--- src/asu_pkg.sv ---
// Overview of operation
// - Mode field 100b, 101b, 110b selects UART with 7, 8, 9 data bits.
// - Character data uses buffer bits b0..b6, b0..b7 or b0..b8 by length.
// - Unused receive buffer bits above the character length are undefined.
// - After an overrun the received data bits are undefined.
// - Bit rate is count source divided by divider register value plus 1, then by 16.
// - Internal count source field picks f1, f8, f32 or fC.
// - Clock source select picks internal prescaled clock or external clock pin.
// - Clock pin is used only with its route at 1 and external source chosen.
// - Bit order select applies to 8-bit frames only; else software keeps it 0.
// - Transmit pin idles high once UART is selected; open-drain idles released.
// - Output mode bit selects push-pull or N-channel open-drain transmit pin.
// - Transmit and receive run only while their enable bits are 1; a transmit frame already under way still finishes after its enable drops.
// - Buffer-empty, receive-complete, overrun and parity error flags are provided.
// - Shifter-empty flag shows no character left in the transmit shifter.
// - Transmit interrupt source select picks the transmit event raising the request.
// - Transmit route at 0 releases the transmit pin, allowing receive-only use.
// - Divider divides its count source by n+1, n from 00h to FFh.
// - Transmit interrupt on buffer load or shift end; receive interrupt on buffer fill.
// - Parity error when ones over data and parity mismatch odd or even choice.
package asu_pkg;
    localparam logic [2:0] MODE_OFF = 3'h0;
    localparam logic [2:0] MODE_UART7 = 3'h4;
    localparam logic [2:0] MODE_UART8 = 3'h5;
    localparam logic [2:0] MODE_UART9 = 3'h6;
    localparam logic [1:0] SRC_F1 = 2'h0;
    localparam logic [1:0] SRC_F8 = 2'h1;
    localparam logic [1:0] SRC_F32 = 2'h2;
    localparam logic [1:0] SRC_FC = 2'h3;
    localparam int PRESCALE_F8 = 8;
    localparam int PRESCALE_F32 = 32;
    localparam logic [3:0] OVS_LAST = 4'hf;
    localparam logic [3:0] START_MID = 4'h7;
    localparam logic [3:0] LEN7 = 4'h7;
    localparam logic [3:0] LEN8 = 4'h8;
    localparam logic [3:0] LEN9 = 4'h9;
    localparam int FRAME_W = 13;
    localparam int RX_W = 11;
    localparam logic [3:0] RX_W_CNT = 4'hb;
    localparam logic TX_EMPTY_RST = 1'b1;
    localparam logic PIN_IDLE = 1'b1;
    localparam logic [8:0] DATA_RST = 9'h000;
    localparam logic [7:0] DIV_RST = 8'h00;
    typedef enum logic [1:0] {ASU_RX_IDLE, ASU_RX_START, ASU_RX_BITS} asu_rx_state_type;
    typedef enum logic {ASU_TX_IDLE, ASU_TX_SHIFT} asu_tx_state_type;
endpackage

--- src/asu_baud_gen.sv ---
`timescale 1ns/1ps
module asu_baud_gen #(
    parameter int F8_DIV = asu_pkg::PRESCALE_F8,
    parameter int F32_DIV = asu_pkg::PRESCALE_F32
) (
    // Clock and reset
    input wire logic clk_in,
    input wire logic rst_n_in,
    // Configuration
    input wire logic clock_source_select_in,
    input wire logic clock_pin_route_in,
    input wire logic [1:0] count_source_field_in,
    input wire logic [7:0] baud_divider_in,
    // Outside clocks
    input wire logic ext_clock_pin_in,
    input wire logic fc_clock_in,
    // Sixteen-times bit rate tick
    output logic tick16_out
);
    generate
        if (F8_DIV < 2 || F32_DIV < 2 || F8_DIV > 256 || F32_DIV > 256) begin : g_bad
            $error("asu_baud_gen: prescale out of range");
        end
    endgenerate

    logic [7:0] f8_cnt_r;
    logic [7:0] f32_cnt_r;
    logic [7:0] div_r;
    logic tick_r;
    logic ext_meta_r;
    logic ext_sync_r;
    logic ext_last_r;
    logic fc_meta_r;
    logic fc_sync_r;
    logic fc_last_r;
    wire f8_tick = (f8_cnt_r == 8'(F8_DIV - 1));
    wire f32_tick = (f32_cnt_r == 8'(F32_DIV - 1));
    wire fc_tick = fc_sync_r & ~fc_last_r;
    // Pin clock counts only when routed and chosen
    wire ext_tick = ext_sync_r & ~ext_last_r & clock_pin_route_in;
    wire int_tick = (count_source_field_in == asu_pkg::SRC_F1) ? 1'b1 :
                    (count_source_field_in == asu_pkg::SRC_F8) ? f8_tick :
                    (count_source_field_in == asu_pkg::SRC_F32) ? f32_tick :
                    fc_tick;
    wire count_tick = clock_source_select_in ? ext_tick : int_tick;
    // A divider lowered mid-count wraps at once instead of rolling over
    wire div_wrap = count_tick && (div_r >= baud_divider_in);

    always_ff @(posedge clk_in) begin
        ext_meta_r <= ext_clock_pin_in;
        ext_sync_r <= ext_meta_r;
        fc_meta_r <= fc_clock_in;
        fc_sync_r <= fc_meta_r;
        ext_last_r <= ext_sync_r;
        fc_last_r <= fc_sync_r;
    end

    always_ff @(posedge clk_in) begin
        if (!rst_n_in) begin
            f8_cnt_r <= 8'h00;
            f32_cnt_r <= 8'h00;
        end else begin
            f8_cnt_r <= f8_tick ? 8'h00 : f8_cnt_r + 8'h01;
            f32_cnt_r <= f32_tick ? 8'h00 : f32_cnt_r + 8'h01;
        end
    end

    // Divide by n+1 to give the x16 rate
    always_ff @(posedge clk_in) begin
        if (!rst_n_in) begin
            div_r <= asu_pkg::DIV_RST;
            tick_r <= 1'b0;
        end else begin
            tick_r <= div_wrap;
            if (div_wrap) begin
                div_r <= 8'h00;
            end else if (count_tick) begin
                div_r <= div_r + 8'h01;
            end
        end
    end

    assign tick16_out = tick_r;
endmodule // asu_baud_gen

--- src/asu_uart.sv ---
`timescale 1ns/1ps
module asu_uart (
    // Clock and reset
    input wire logic clk_in,
    input wire logic rst_n_in,
    // Mode and format
    input wire logic [2:0] serial_mode_field_in,
    input wire logic stop_length_select_in,
    input wire logic parity_odd_even_in,
    input wire logic parity_enable_in,
    input wire logic bit_order_select_in,
    // Clocking
    input wire logic clock_source_select_in,
    input wire logic [1:0] count_source_field_in,
    input wire logic [7:0] baud_divider_in,
    input wire logic fc_clock_in,
    // Control
    input wire logic tx_enable_in,
    input wire logic rx_enable_in,
    input wire logic tx_irq_source_select_in,
    input wire logic open_drain_select_in,
    // Pin routing
    input wire logic tx_pin_route_in,
    input wire logic rx_pin_route_in,
    input wire logic clock_pin_route_in,
    // Transmit buffer
    input wire logic [8:0] tx_data_in,
    input wire logic tx_write_in,
    output logic tx_buffer_empty_out,
    output logic shifter_empty_flag_out,
    output logic tx_irq_out,
    // Receive buffer
    input wire logic rx_read_in,
    output logic [8:0] rx_data_out,
    output logic rx_complete_out,
    output logic overrun_flag_out,
    output logic parity_fault_flag_out,
    output logic rx_irq_out,
    // Pins
    input wire logic serial_in_pin_in,
    input wire logic ext_clock_pin_in,
    output logic serial_out_pin_out,
    output logic serial_out_pin_oe_out
);
    function automatic logic [3:0] asu_char_len(input logic [2:0] mode);
        case (mode)
            asu_pkg::MODE_UART7: asu_char_len = asu_pkg::LEN7;
            asu_pkg::MODE_UART8: asu_char_len = asu_pkg::LEN8;
            default: asu_char_len = asu_pkg::LEN9;
        endcase
    endfunction

    function automatic logic [7:0] asu_rev8(input logic [7:0] v);
        logic [7:0] r;
        r = 8'h00;
        for (int i = 0; i < 8; i++) begin
            r[i] = v[7 - i];
        end
        return r;
    endfunction

    logic tick16;
    asu_pkg::asu_tx_state_type tx_state_r;
    asu_pkg::asu_rx_state_type rx_state_r;
    logic [8:0] tx_buf_r;
    logic tx_empty_r;
    logic [asu_pkg::FRAME_W-1:0] tx_shift_r;
    logic [3:0] tx_left_r;
    logic [3:0] tx_sub_r;
    logic tx_irq_r;
    logic rx_meta_r;
    logic rx_sync_r;
    logic [3:0] rx_sub_r;
    logic [3:0] rx_cnt_r;
    logic [asu_pkg::RX_W-1:0] rx_shift_r;
    logic [8:0] rx_data_r;
    logic rx_done_r;
    logic rx_ovr_r;
    logic rx_par_r;
    logic rx_irq_r;

    asu_baud_gen u_baud (
        .clk_in(clk_in),
        .rst_n_in(rst_n_in),
        .clock_source_select_in(clock_source_select_in),
        .clock_pin_route_in(clock_pin_route_in),
        .count_source_field_in(count_source_field_in),
        .baud_divider_in(baud_divider_in),
        .ext_clock_pin_in(ext_clock_pin_in),
        .fc_clock_in(fc_clock_in),
        .tick16_out(tick16)
    );

    // Mode decode and character shape
    wire uart_mode = (serial_mode_field_in == asu_pkg::MODE_UART7) ||
                     (serial_mode_field_in == asu_pkg::MODE_UART8) ||
                     (serial_mode_field_in == asu_pkg::MODE_UART9);
    wire [3:0] char_len = asu_char_len(serial_mode_field_in);
    wire [8:0] char_mask = 9'h1ff >> (4'h9 - char_len);
    // Reversal honoured only for 8-bit frames
    wire msb_first = bit_order_select_in && (char_len == asu_pkg::LEN8);
    wire [3:0] par_len = {3'h0, parity_enable_in};
    wire [3:0] stop_len = {3'h0, stop_length_select_in};

    // Transmit frame assembly
    wire [8:0] tx_masked = tx_buf_r & char_mask;
    wire [8:0] tx_ordered = msb_first ? {1'b0, asu_rev8(tx_masked[7:0])} :
                            tx_masked;
    wire tx_par = (^tx_masked) ^ ~parity_odd_even_in;
    // Ones above the data also form the stop bits
    wire [asu_pkg::FRAME_W-1:0] tx_ones = 13'h1fff << (char_len + 4'h1 + par_len);
    wire [asu_pkg::FRAME_W-1:0] tx_par_v = parity_enable_in ?
                                           (13'h0001 << (char_len + 4'h1)) & {13{tx_par}} :
                                           13'h0000;
    wire [asu_pkg::FRAME_W-1:0] tx_frame = tx_ones | tx_par_v | {3'h0, tx_ordered, 1'b0};
    wire [3:0] tx_len = 4'h2 + char_len + par_len + stop_len;

    // A write in the same cycle holds the load back, so the waiting character is overwritten
    wire tx_start = (tx_state_r == asu_pkg::ASU_TX_IDLE) && uart_mode && tx_enable_in &&
                    !tx_empty_r && !tx_write_in;
    wire tx_bit_end = (tx_state_r == asu_pkg::ASU_TX_SHIFT) && tick16 &&
                      (tx_sub_r == asu_pkg::OVS_LAST);
    wire tx_finish = tx_bit_end && (tx_left_r == 4'h0);
    wire tx_level = (tx_state_r == asu_pkg::ASU_TX_SHIFT) ? tx_shift_r[0] :
                    asu_pkg::PIN_IDLE;

    always_ff @(posedge clk_in) begin
        if (!rst_n_in) begin
            tx_buf_r <= asu_pkg::DATA_RST;
            tx_empty_r <= asu_pkg::TX_EMPTY_RST;
        end else begin
            if (tx_write_in) begin
                tx_buf_r <= tx_data_in;
                tx_empty_r <= 1'b0;
            end else if (tx_start) begin
                tx_empty_r <= 1'b1;
            end
        end
    end

    always_ff @(posedge clk_in) begin
        if (!rst_n_in) begin
            tx_state_r <= asu_pkg::ASU_TX_IDLE;
            tx_shift_r <= '1;
            tx_left_r <= 4'h0;
            tx_sub_r <= 4'h0;
        end else if (!uart_mode) begin
            tx_state_r <= asu_pkg::ASU_TX_IDLE;
            tx_sub_r <= 4'h0;
        end else begin
            case (tx_state_r)
                asu_pkg::ASU_TX_IDLE: begin
                    if (tx_start) begin
                        tx_state_r <= asu_pkg::ASU_TX_SHIFT;
                        tx_shift_r <= tx_frame;
                        tx_left_r <= tx_len - 4'h1;
                        tx_sub_r <= 4'h0;
                    end
                end
                asu_pkg::ASU_TX_SHIFT: begin
                    if (tick16) begin
                        tx_sub_r <= tx_sub_r + 4'h1;
                    end
                    if (tx_finish) begin
                        tx_state_r <= asu_pkg::ASU_TX_IDLE;
                    end else if (tx_bit_end) begin
                        tx_shift_r <= {1'b1, tx_shift_r[asu_pkg::FRAME_W-1:1]};
                        tx_left_r <= tx_left_r - 4'h1;
                    end
                end
                default: tx_state_r <= asu_pkg::ASU_TX_IDLE;
            endcase
        end
    end

    // Interrupt on load or on the end of the last stop bit
    always_ff @(posedge clk_in) begin
        if (!rst_n_in) begin
            tx_irq_r <= 1'b0;
        end else begin
            tx_irq_r <= tx_irq_source_select_in ? tx_finish : tx_start;
        end
    end

    assign tx_buffer_empty_out = tx_empty_r;
    assign shifter_empty_flag_out = (tx_state_r == asu_pkg::ASU_TX_IDLE);
    assign tx_irq_out = tx_irq_r;
    // Open drain never drives high; released means idle high on the wire
    assign serial_out_pin_out = open_drain_select_in ? 1'b0 : tx_level;
    assign serial_out_pin_oe_out = tx_pin_route_in && uart_mode &&
                                   (!open_drain_select_in || !tx_level);

    // Receive line synchroniser
    always_ff @(posedge clk_in) begin
        rx_meta_r <= serial_in_pin_in;
        rx_sync_r <= rx_meta_r;
    end

    // Unrouted input reads as an idle line
    wire rx_line = rx_pin_route_in ? rx_sync_r : 1'b1;
    // Only the first stop bit is sampled
    wire [3:0] rx_len = char_len + par_len + 4'h1;
    wire rx_bit_end = (rx_state_r == asu_pkg::ASU_RX_BITS) && tick16 &&
                      (rx_sub_r == asu_pkg::OVS_LAST);
    wire rx_finish = rx_bit_end && (rx_cnt_r == rx_len - 4'h1);
    wire [asu_pkg::RX_W-1:0] rx_full = {rx_line, rx_shift_r[asu_pkg::RX_W-1:1]};
    wire [asu_pkg::RX_W-1:0] rx_aligned = rx_full >> (asu_pkg::RX_W_CNT - rx_len);
    wire [8:0] rx_masked = rx_aligned[8:0] & char_mask;
    wire rx_par_bit = rx_aligned[char_len];
    wire rx_par_err = parity_enable_in &&
                      ((^rx_masked) ^ rx_par_bit ^ ~parity_odd_even_in);
    wire [8:0] rx_ordered = msb_first ? {1'b0, asu_rev8(rx_masked[7:0])} :
                            rx_masked;

    always_ff @(posedge clk_in) begin
        if (!rst_n_in) begin
            rx_state_r <= asu_pkg::ASU_RX_IDLE;
            rx_sub_r <= 4'h0;
            rx_cnt_r <= 4'h0;
            rx_shift_r <= '0;
        end else if (!uart_mode || !rx_enable_in) begin
            rx_state_r <= asu_pkg::ASU_RX_IDLE;
            rx_sub_r <= 4'h0;
        end else begin
            case (rx_state_r)
                asu_pkg::ASU_RX_IDLE: begin
                    if (!rx_line) begin
                        rx_state_r <= asu_pkg::ASU_RX_START;
                        rx_sub_r <= 4'h0;
                    end
                end
                asu_pkg::ASU_RX_START: begin
                    if (tick16 && rx_sub_r == asu_pkg::START_MID) begin
                        // A glitch shorter than half a bit is dropped
                        rx_state_r <= rx_line ? asu_pkg::ASU_RX_IDLE :
                                      asu_pkg::ASU_RX_BITS;
                        rx_sub_r <= 4'h0;
                        rx_cnt_r <= 4'h0;
                    end else if (tick16) begin
                        rx_sub_r <= rx_sub_r + 4'h1;
                    end
                end
                asu_pkg::ASU_RX_BITS: begin
                    if (tick16) begin
                        rx_sub_r <= rx_sub_r + 4'h1;
                    end
                    if (rx_bit_end) begin
                        rx_shift_r <= rx_full;
                        rx_cnt_r <= rx_cnt_r + 4'h1;
                        if (rx_finish) begin
                            rx_state_r <= asu_pkg::ASU_RX_IDLE;
                        end
                    end
                end
                default: rx_state_r <= asu_pkg::ASU_RX_IDLE;
            endcase
        end
    end

    // New data wins over a read in the same cycle
    always_ff @(posedge clk_in) begin
        if (!rst_n_in) begin
            rx_data_r <= asu_pkg::DATA_RST;
            rx_done_r <= 1'b0;
            rx_ovr_r <= 1'b0;
            rx_par_r <= 1'b0;
            rx_irq_r <= 1'b0;
        end else begin
            rx_irq_r <= rx_finish;
            if (rx_finish) begin
                // Overwritten on overrun; old contents are not kept
                rx_data_r <= rx_ordered;
                rx_done_r <= 1'b1;
                rx_par_r <= rx_par_err;
                if (rx_done_r && !rx_read_in) begin
                    rx_ovr_r <= 1'b1;
                end
            end else if (rx_read_in) begin
                rx_done_r <= 1'b0;
                rx_par_r <= 1'b0;
            end
            if (!uart_mode && !rx_finish) begin
                rx_ovr_r <= 1'b0;
            end
        end
    end

    assign rx_data_out = rx_data_r;
    assign rx_complete_out = rx_done_r;
    assign overrun_flag_out = rx_ovr_r;
    assign parity_fault_flag_out = rx_par_r;
    assign rx_irq_out = rx_irq_r;
endmodule // asu_uart
--- config.mk ---
export PLATFORM = sky130hd
export DESIGN_NAME = asu_uart
export DESIGN_NICKNAME = d
export VERILOG_FILES = /design/src/asu_pkg.sv /design/src/asu_baud_gen.sv /design/src/asu_uart.sv
export SDC_FILE = /design/constraint.sdc
export NUM_CORES = 1
export LEC_CHECK = 0
export BUFFER_PORTS_ARGS = -buffer_cell sky130_fd_sc_hd__buf_2
export CORE_ASPECT_RATIO = 0.6
export CORE_MARGIN = 3
export CORE_UTILIZATION = 35
export CTS_BUF_LIST = sky130_fd_sc_hd__clkbuf_4 sky130_fd_sc_hd__clkbuf_8 sky130_fd_sc_hd__clkbuf_16
export DETAILED_ROUTE_END_ITERATION = 7
export HOLD_SLACK_MARGIN = 0.02
export PLACE_DENSITY_LB_ADDON = 0.2
export SLEW_MARGIN = 10
export SYNTH_ARGS = -nofsm -noshare
export SYNTH_HDL_FRONTEND = slang
export SYNTH_SLANG_ARGS = --single-unit
--- constraint.sdc ---
create_clock -name clk_in -period 7.3 [get_ports clk_in]
set_input_delay 1.46 -clock clk_in [delete_from_list [all_inputs] [get_ports clk_in]]
set_output_delay 1.46 -clock clk_in [all_outputs]
set_load 0.02 [all_outputs]
Yosys cells after proc, flatten, opt, wreduce, memory -nomap -nowiden:

Cells that the tools add are included.

* flip-flop bits (word level): 100
* input port bits: 41
* output and inout port bits: 18
* word-level logic and storage cells: 189

* add/sub/neg operators: 18
* magnitude comparators: 2
* equal/unequal tests: 22
* shift-type cells: 4
* multiplexer cells: 46
* bitwise gates (word level): 17
* reductions and logical operators: 52

Operators by type and width (number)
* $mux W13: 4
* $mux W4: 10
* $pmux W4 S2: 4
* $pmux W13 S2: 1
* $add A8 B1 Y8 const B: 3
* $add A4 B1 Y4 const B: 5
* $and A9 B9 Y9: 2
* $logic_and A1 B1 Y1: 18
* $mux W9: 2
* $reduce_xor A9 Y1: 2
* $add A4 B1 Y4: 4
* $mux W1: 16
* $and A13 B13 Y13: 1
* $or A13 B10 Y13: 1
* $or A13 B13 Y13: 1
* $shl A1 B4 Y13 const A: 1
* $shl A13 B4 Y13 const A: 1
* $eq A4 B4 Y1 const B: 3
* $pmux W4 S3: 1
* $reduce_and A4 Y1: 3
* $sub A4 B1 Y4 const B: 3
* $shr A11 B4 Y11: 1
* $mux W2: 5
* $ne A2 B2 Y1 const B: 5
* other kinds (28): 64

Depth between registers and ports, before layout:

* depth after elaboration: 13
* gate-level depth with buffers: 14
* mapped depth without buffers: 10

Hierarchy:

From an unflattened synthesis, not the netlist that was laid out.

* cells, all modules: 624
* area, all modules: 5535.3 um^2

By module, submodules not included
* asu_uart: times used 1, cells each 477, area an instance 4108.9 um^2, sequential area each 1361.3 um^2
* asu_baud_gen: times used 1, cells each 147, area an instance 1426.4 um^2, sequential area each 620.6 um^2

Worst setup path before layout:

Ideal clock, no wire load.

* kind: in2reg
* start: input serial_mode_field_in[1]
* end: register rx_par_r (netlist: parity_fault_flag_out)
* setup time: 0.069 ns
* arrival: 4.443 ns
* required time: 7.231 ns
* slack: 2.788 ns
* stages: 13
* buffers on the path: 3
* cell sequence: and3b_1 > clkbuf_1 > clkbuf_1 > ha_1 > ha_1 > buf_6 > mux2i_1 > mux4_2 > xor2_1 > xnor3_1 > xnor2_1 > xnor3_1 > o21ai_1

* cells in the longest elaborated chain, start to end: 12
* elaborated cells between the ends (all ways): 21
* those cells by class: add/sub (5); eq/ne (3); shift (2); mux (4); bitwise (3); reduce/logical (4)

RTL lines
* from (decl): line asu_uart.sv:7 `input wire logic [2:0] serial_mode_field_in,`
* $eq A3 B3 Y1: line asu_uart.sv:46 `case (mode)`
* $pmux W4 S2 *: line asu_uart.sv:46
* $add A4 B1 Y4 (2 in series): line asu_uart.sv:202 `wire [3:0] rx_len = char_len + par_len + 4'h1;`
* $sub A4 B4 Y4: line asu_uart.sv:207 `wire [asu_pkg::RX_W-1:0] rx_aligned = rx_full >> (asu_pkg::RX_W_CNT - rx_len);`
* $shr A11 B4 Y11: line asu_uart.sv:207
* $bmux W1 S4 / $and A9 B9 Y9 (equally long branches): line asu_uart.sv:209, asu_uart.sv:208
* $mux W1 (implied by the code) / $reduce_xor A9 Y1 (equally long branches): line asu_uart.sv:209, asu_uart.sv:211
* $xor A1 B1 Y1 (2 in series): line asu_uart.sv:211 `((^rx_masked) ^ rx_par_bit ^ ~parity_odd_even_in);`
* $logic_and A1 B1 Y1: line asu_uart.sv:210 `wire rx_par_err = parity_enable_in &&`
* $mux W1: line asu_uart.sv:270 `if (rx_finish) begin`
* to (signal assigned): line asu_uart.sv:274 `rx_par_r <= rx_par_err;`
* to (decl): line asu_uart.sv:79 `logic rx_par_r;`

Mark *: on every way between the ends. The rest lies on a longest branch, timed or not. The select of a mux whose other input is x is not followed.
A chain may end at the register's enable or synchronous reset.

Worst setup path after layout:

Ends and elaborated chain as after synthesis.

==> impl_metrics.py <==
metrics = {
    "run_status": {
        "status": "complete, no violations",
    },
    "routing": {
        "first_iter_violations": 268,
        "ant_nets": 0,
        "drcViolationCount": 0,
        "dr_wl_met2_um": 5180,
        "wirelength_um": 12700,
        "drtPass1Iterations": 5,
        "top_layer": "met4",
        "post_drt_wl_per_cell_um": 14.5,
        "met3_length_um": 540,
        "drt-met1-wl_um": 6890,
        "vias": 4457,
        "vias_per_cell": 5.08,
    },
    "clock_tree": {
        "clock_latency_ns": 0.35,
        "clkTransAtPathRegs_ns": 0.07,
        "clockBufferDepth": 2,
        "clkSinkCount": 99,
        "cts_hold_buffers": 0,
        "post_cts_buffers": 0,
        "cts_buffers": 9,
        "root_buffer": "clkbuf_16",
        "cts_tree": "built",
        "cts_resized": 0,
        "h-tree-depth": 3,
    },
    "placement": {
        "placed_cell_area_um2": 5920,
        "detailed_place_hpwl_um": 9320,
        "place.gp.congestion": 0.811,
        "io_buffer_count": 58,
    },
    "die": {
        "die-area_um2": 17300,
        "ios": 59,
        "die_w_um": 168,
        "core_area_um2": 14900,
        "die_height_um": 103,
        "start_util_pct": 36.9,
        "rows": 34,
    },
    "sta": {
        "fmaxAchievable_mhz": 199,
        "finalCritPeriodShare_pct": 68.7,
        "rsz0062_at_grt": "false",
        "skew_ns": 0.00790,
        "period_minus_slack_ns": 5.02,
        "tightest_slew_ns": 0.953,
        "slew_headroom_pct": 35.9,
        "hold_slack_ns": 0.330,
        "final-hold-violation-count": 0,
        "final-max-slew-violation-count": 0,
        "fin_tns_setup_ns": 0,
        "setup_viol": 0,
    },
    "worst_setup_path": {
        "required_ns": 7.58,
        "path_max_fanout": 17,
        "cp.arrival_ns": 5.29,
        "critical_path_class": "in -> reg",
        "setup.worst_path.start_class": "input port",
        "worst_setup_path_end_kind": "flip-flop",
    },
    "yosys": {
        "synth_top_area_share_pct": 36.1,
        "synth_seq_cells": 99,
        "netlist_top_cells_area": "dfxtp_1 36%, mux2i_1 7.3%, ha_1 6.6%, nand2_1 4.4%, xnor2_1 4.1%",
        "synth_area_um2": 5490,
        "synth.distinct_cells": 59,
        "syn_area_per_cell_um2": 8.64,
        "synth_nets": 706,
        "synth.largest_area_cell": "dfxtp_1",
        "ys_warn_count": 0,
        "ys_seq_area_share_pct": 36.1,
        "async_reset_ff_share_pct": 0,
        "synth_ff_type": "dfxtp_1",
        "synth-edff-count": 0,
        "syn-instance-count": 635,
    },
    "finish": {
        "final_cell_mix": "99 x dfxtp_1, 65 x nand2_1, 58 x buf_2, 45 x nor2_1, 40 x mux2i_1",
        "insertedDiodeCount": 0,
        "drive_gt1_share_pct": 13.2,
        "nNetsFinal": 746,
        "final_common_cell": "dfxtp_1",
        "fin_area_um2": 6220,
        "syn_to_final_growth_pct": 13.3,
    },
    "worst_hold_path": {
        "hold_class": "reg -> reg",
    },
    "power_and_ir_drop": {
        "power.leakage_uw": 0.00268,
        "ir_drop_mv": 0.108,
        "power_density_nw_per_um2": 188,
    },
    "global_routing": {
        "antenna_found_initial": 0,
        "grt_use_total_pct": 15.2,
        "grt-ovfl-total": 0,
        "grt_pass1_vias": 4130,
        "grt_start_max_net_pins": 73,
        "grt_pass1_wl_um": 21300,
    },
    "run": {
        "drv_cap": 0,
    },
}
==> routing by layer <==
metal / up-vias / global-route usage (%)
li1: 2277 / -
met1: 2080 / 23.0
met2: 91 / 21.9
met3: 9 / 3.52
met4: 0 / 3.39
met5: - / 0
==> final timing paths <==
check                           cells past startpoint  slack, ns                    start                    end
worst min-delay path                                0       0.33                rx_meta_r              rx_sync_r
worst max register to register                      7       4.75            rx_shift_r[9]  parity_fault_flag_out
worst min register to register                      0       0.33                rx_meta_r              rx_sync_r
worst max-delay path                               11       2.28  serial_mode_field_in[1]  parity_fault_flag_out
==> power by group <==
part	switching, µW	internal, µW
sequential	9.77	551
combinational	67.7	53.4
clock	210	275
==> sequential cells by signal (all words and copies together) (netlist names), 2 cells and up <==
| signal | cells |
|---|---|
| tx_buf_r | 9 |
| rx_state_r | 2 |
| u_baud.f32_cnt_r | 8 |
| tx_sub_r | 4 |
| tx_shift_r | 13 |
| u_baud.f8_cnt_r | 8 |
| tx_left_r | 4 |
| rx_sub_r | 4 |
| rx_cnt_r | 4 |
| rx_data_out | 9 |
| u_baud.div_r | 8 |
| rx_shift_r | 10 |
==> critical path: stages <==
cell	delay, ns
buf_2	0.11
nand2b_1	0.28
nor2_1	0.51
ha_1	0.77
mux2i_1	0.25
mux4_2	0.55
xor2_1	0.18
xnor3_1	0.42
xnor2_1	0.19
xnor3_1	0.42
o21ai_1	0.14
==> metrics by stage <==
| stage | instances | setup slack [ns] | total power, µW | utilization (%) |
|---|---|---|---|---|
| 3_3_place_gp | 862 | 2.15 | 690 | 39.7 |
| 6_report | 878 | 2.28 | 1170 | 41.8 |
| 4_1_cts | 878 | 2.29 | 1180 | 41.8 |
| 3_5_place_dp | 862 | 1.97 | 693 | 39.7 |
| 5_1_grt | 878 | 1.96 | 1220 | 41.8 |
| 2_1_floorplan | 635 | 2.79 | 658 | - |
==> Yosys cell counts (5+ instances only) <==
library cell,instances
nor2b_1,28
xor2_1,17
buf_2,5
and2_1,11
inv_1,30
nor2_1,45
nand2_1,65
o21ai_0,21
nand4_1,5
nor3_1,8
and3_1,8
mux2i_1,40
clkbuf_1,22
dfxtp_1,99
nand3_1,35
o211ai_1,13
nand4b_1,5
a21oi_1,38
a21boi_0,6
ha_1,29
xnor2_1,26
nand2b_1,9
==> area by class of cell <==
type                       count  area, µm²
fill                        1504       8670
tap                          198        248
clock buffer                  10        239
sequential                    99       1980
multi-input combinational    473       3250
timing repair buffer          62        320
clock inverter                 6       63.8
inverter                      30        113
==> logic make-up (layout without fill, tap and decap cells) <==
group	after synthesis	count (layout)	synth area share, %
DFF	99	99	36.1
AOI/OAI and AO/OA	114	114	13.3
muxes	46	46	9.35
xor gates and xnor gates	45	45	7.68
buffers and inverters	63	108	4.70
adders and majority gates	30	30	6.98
other	2	2	0.137
and+or+nand+nor	236	236	21.7
Power figures use the tool's default switching activity.
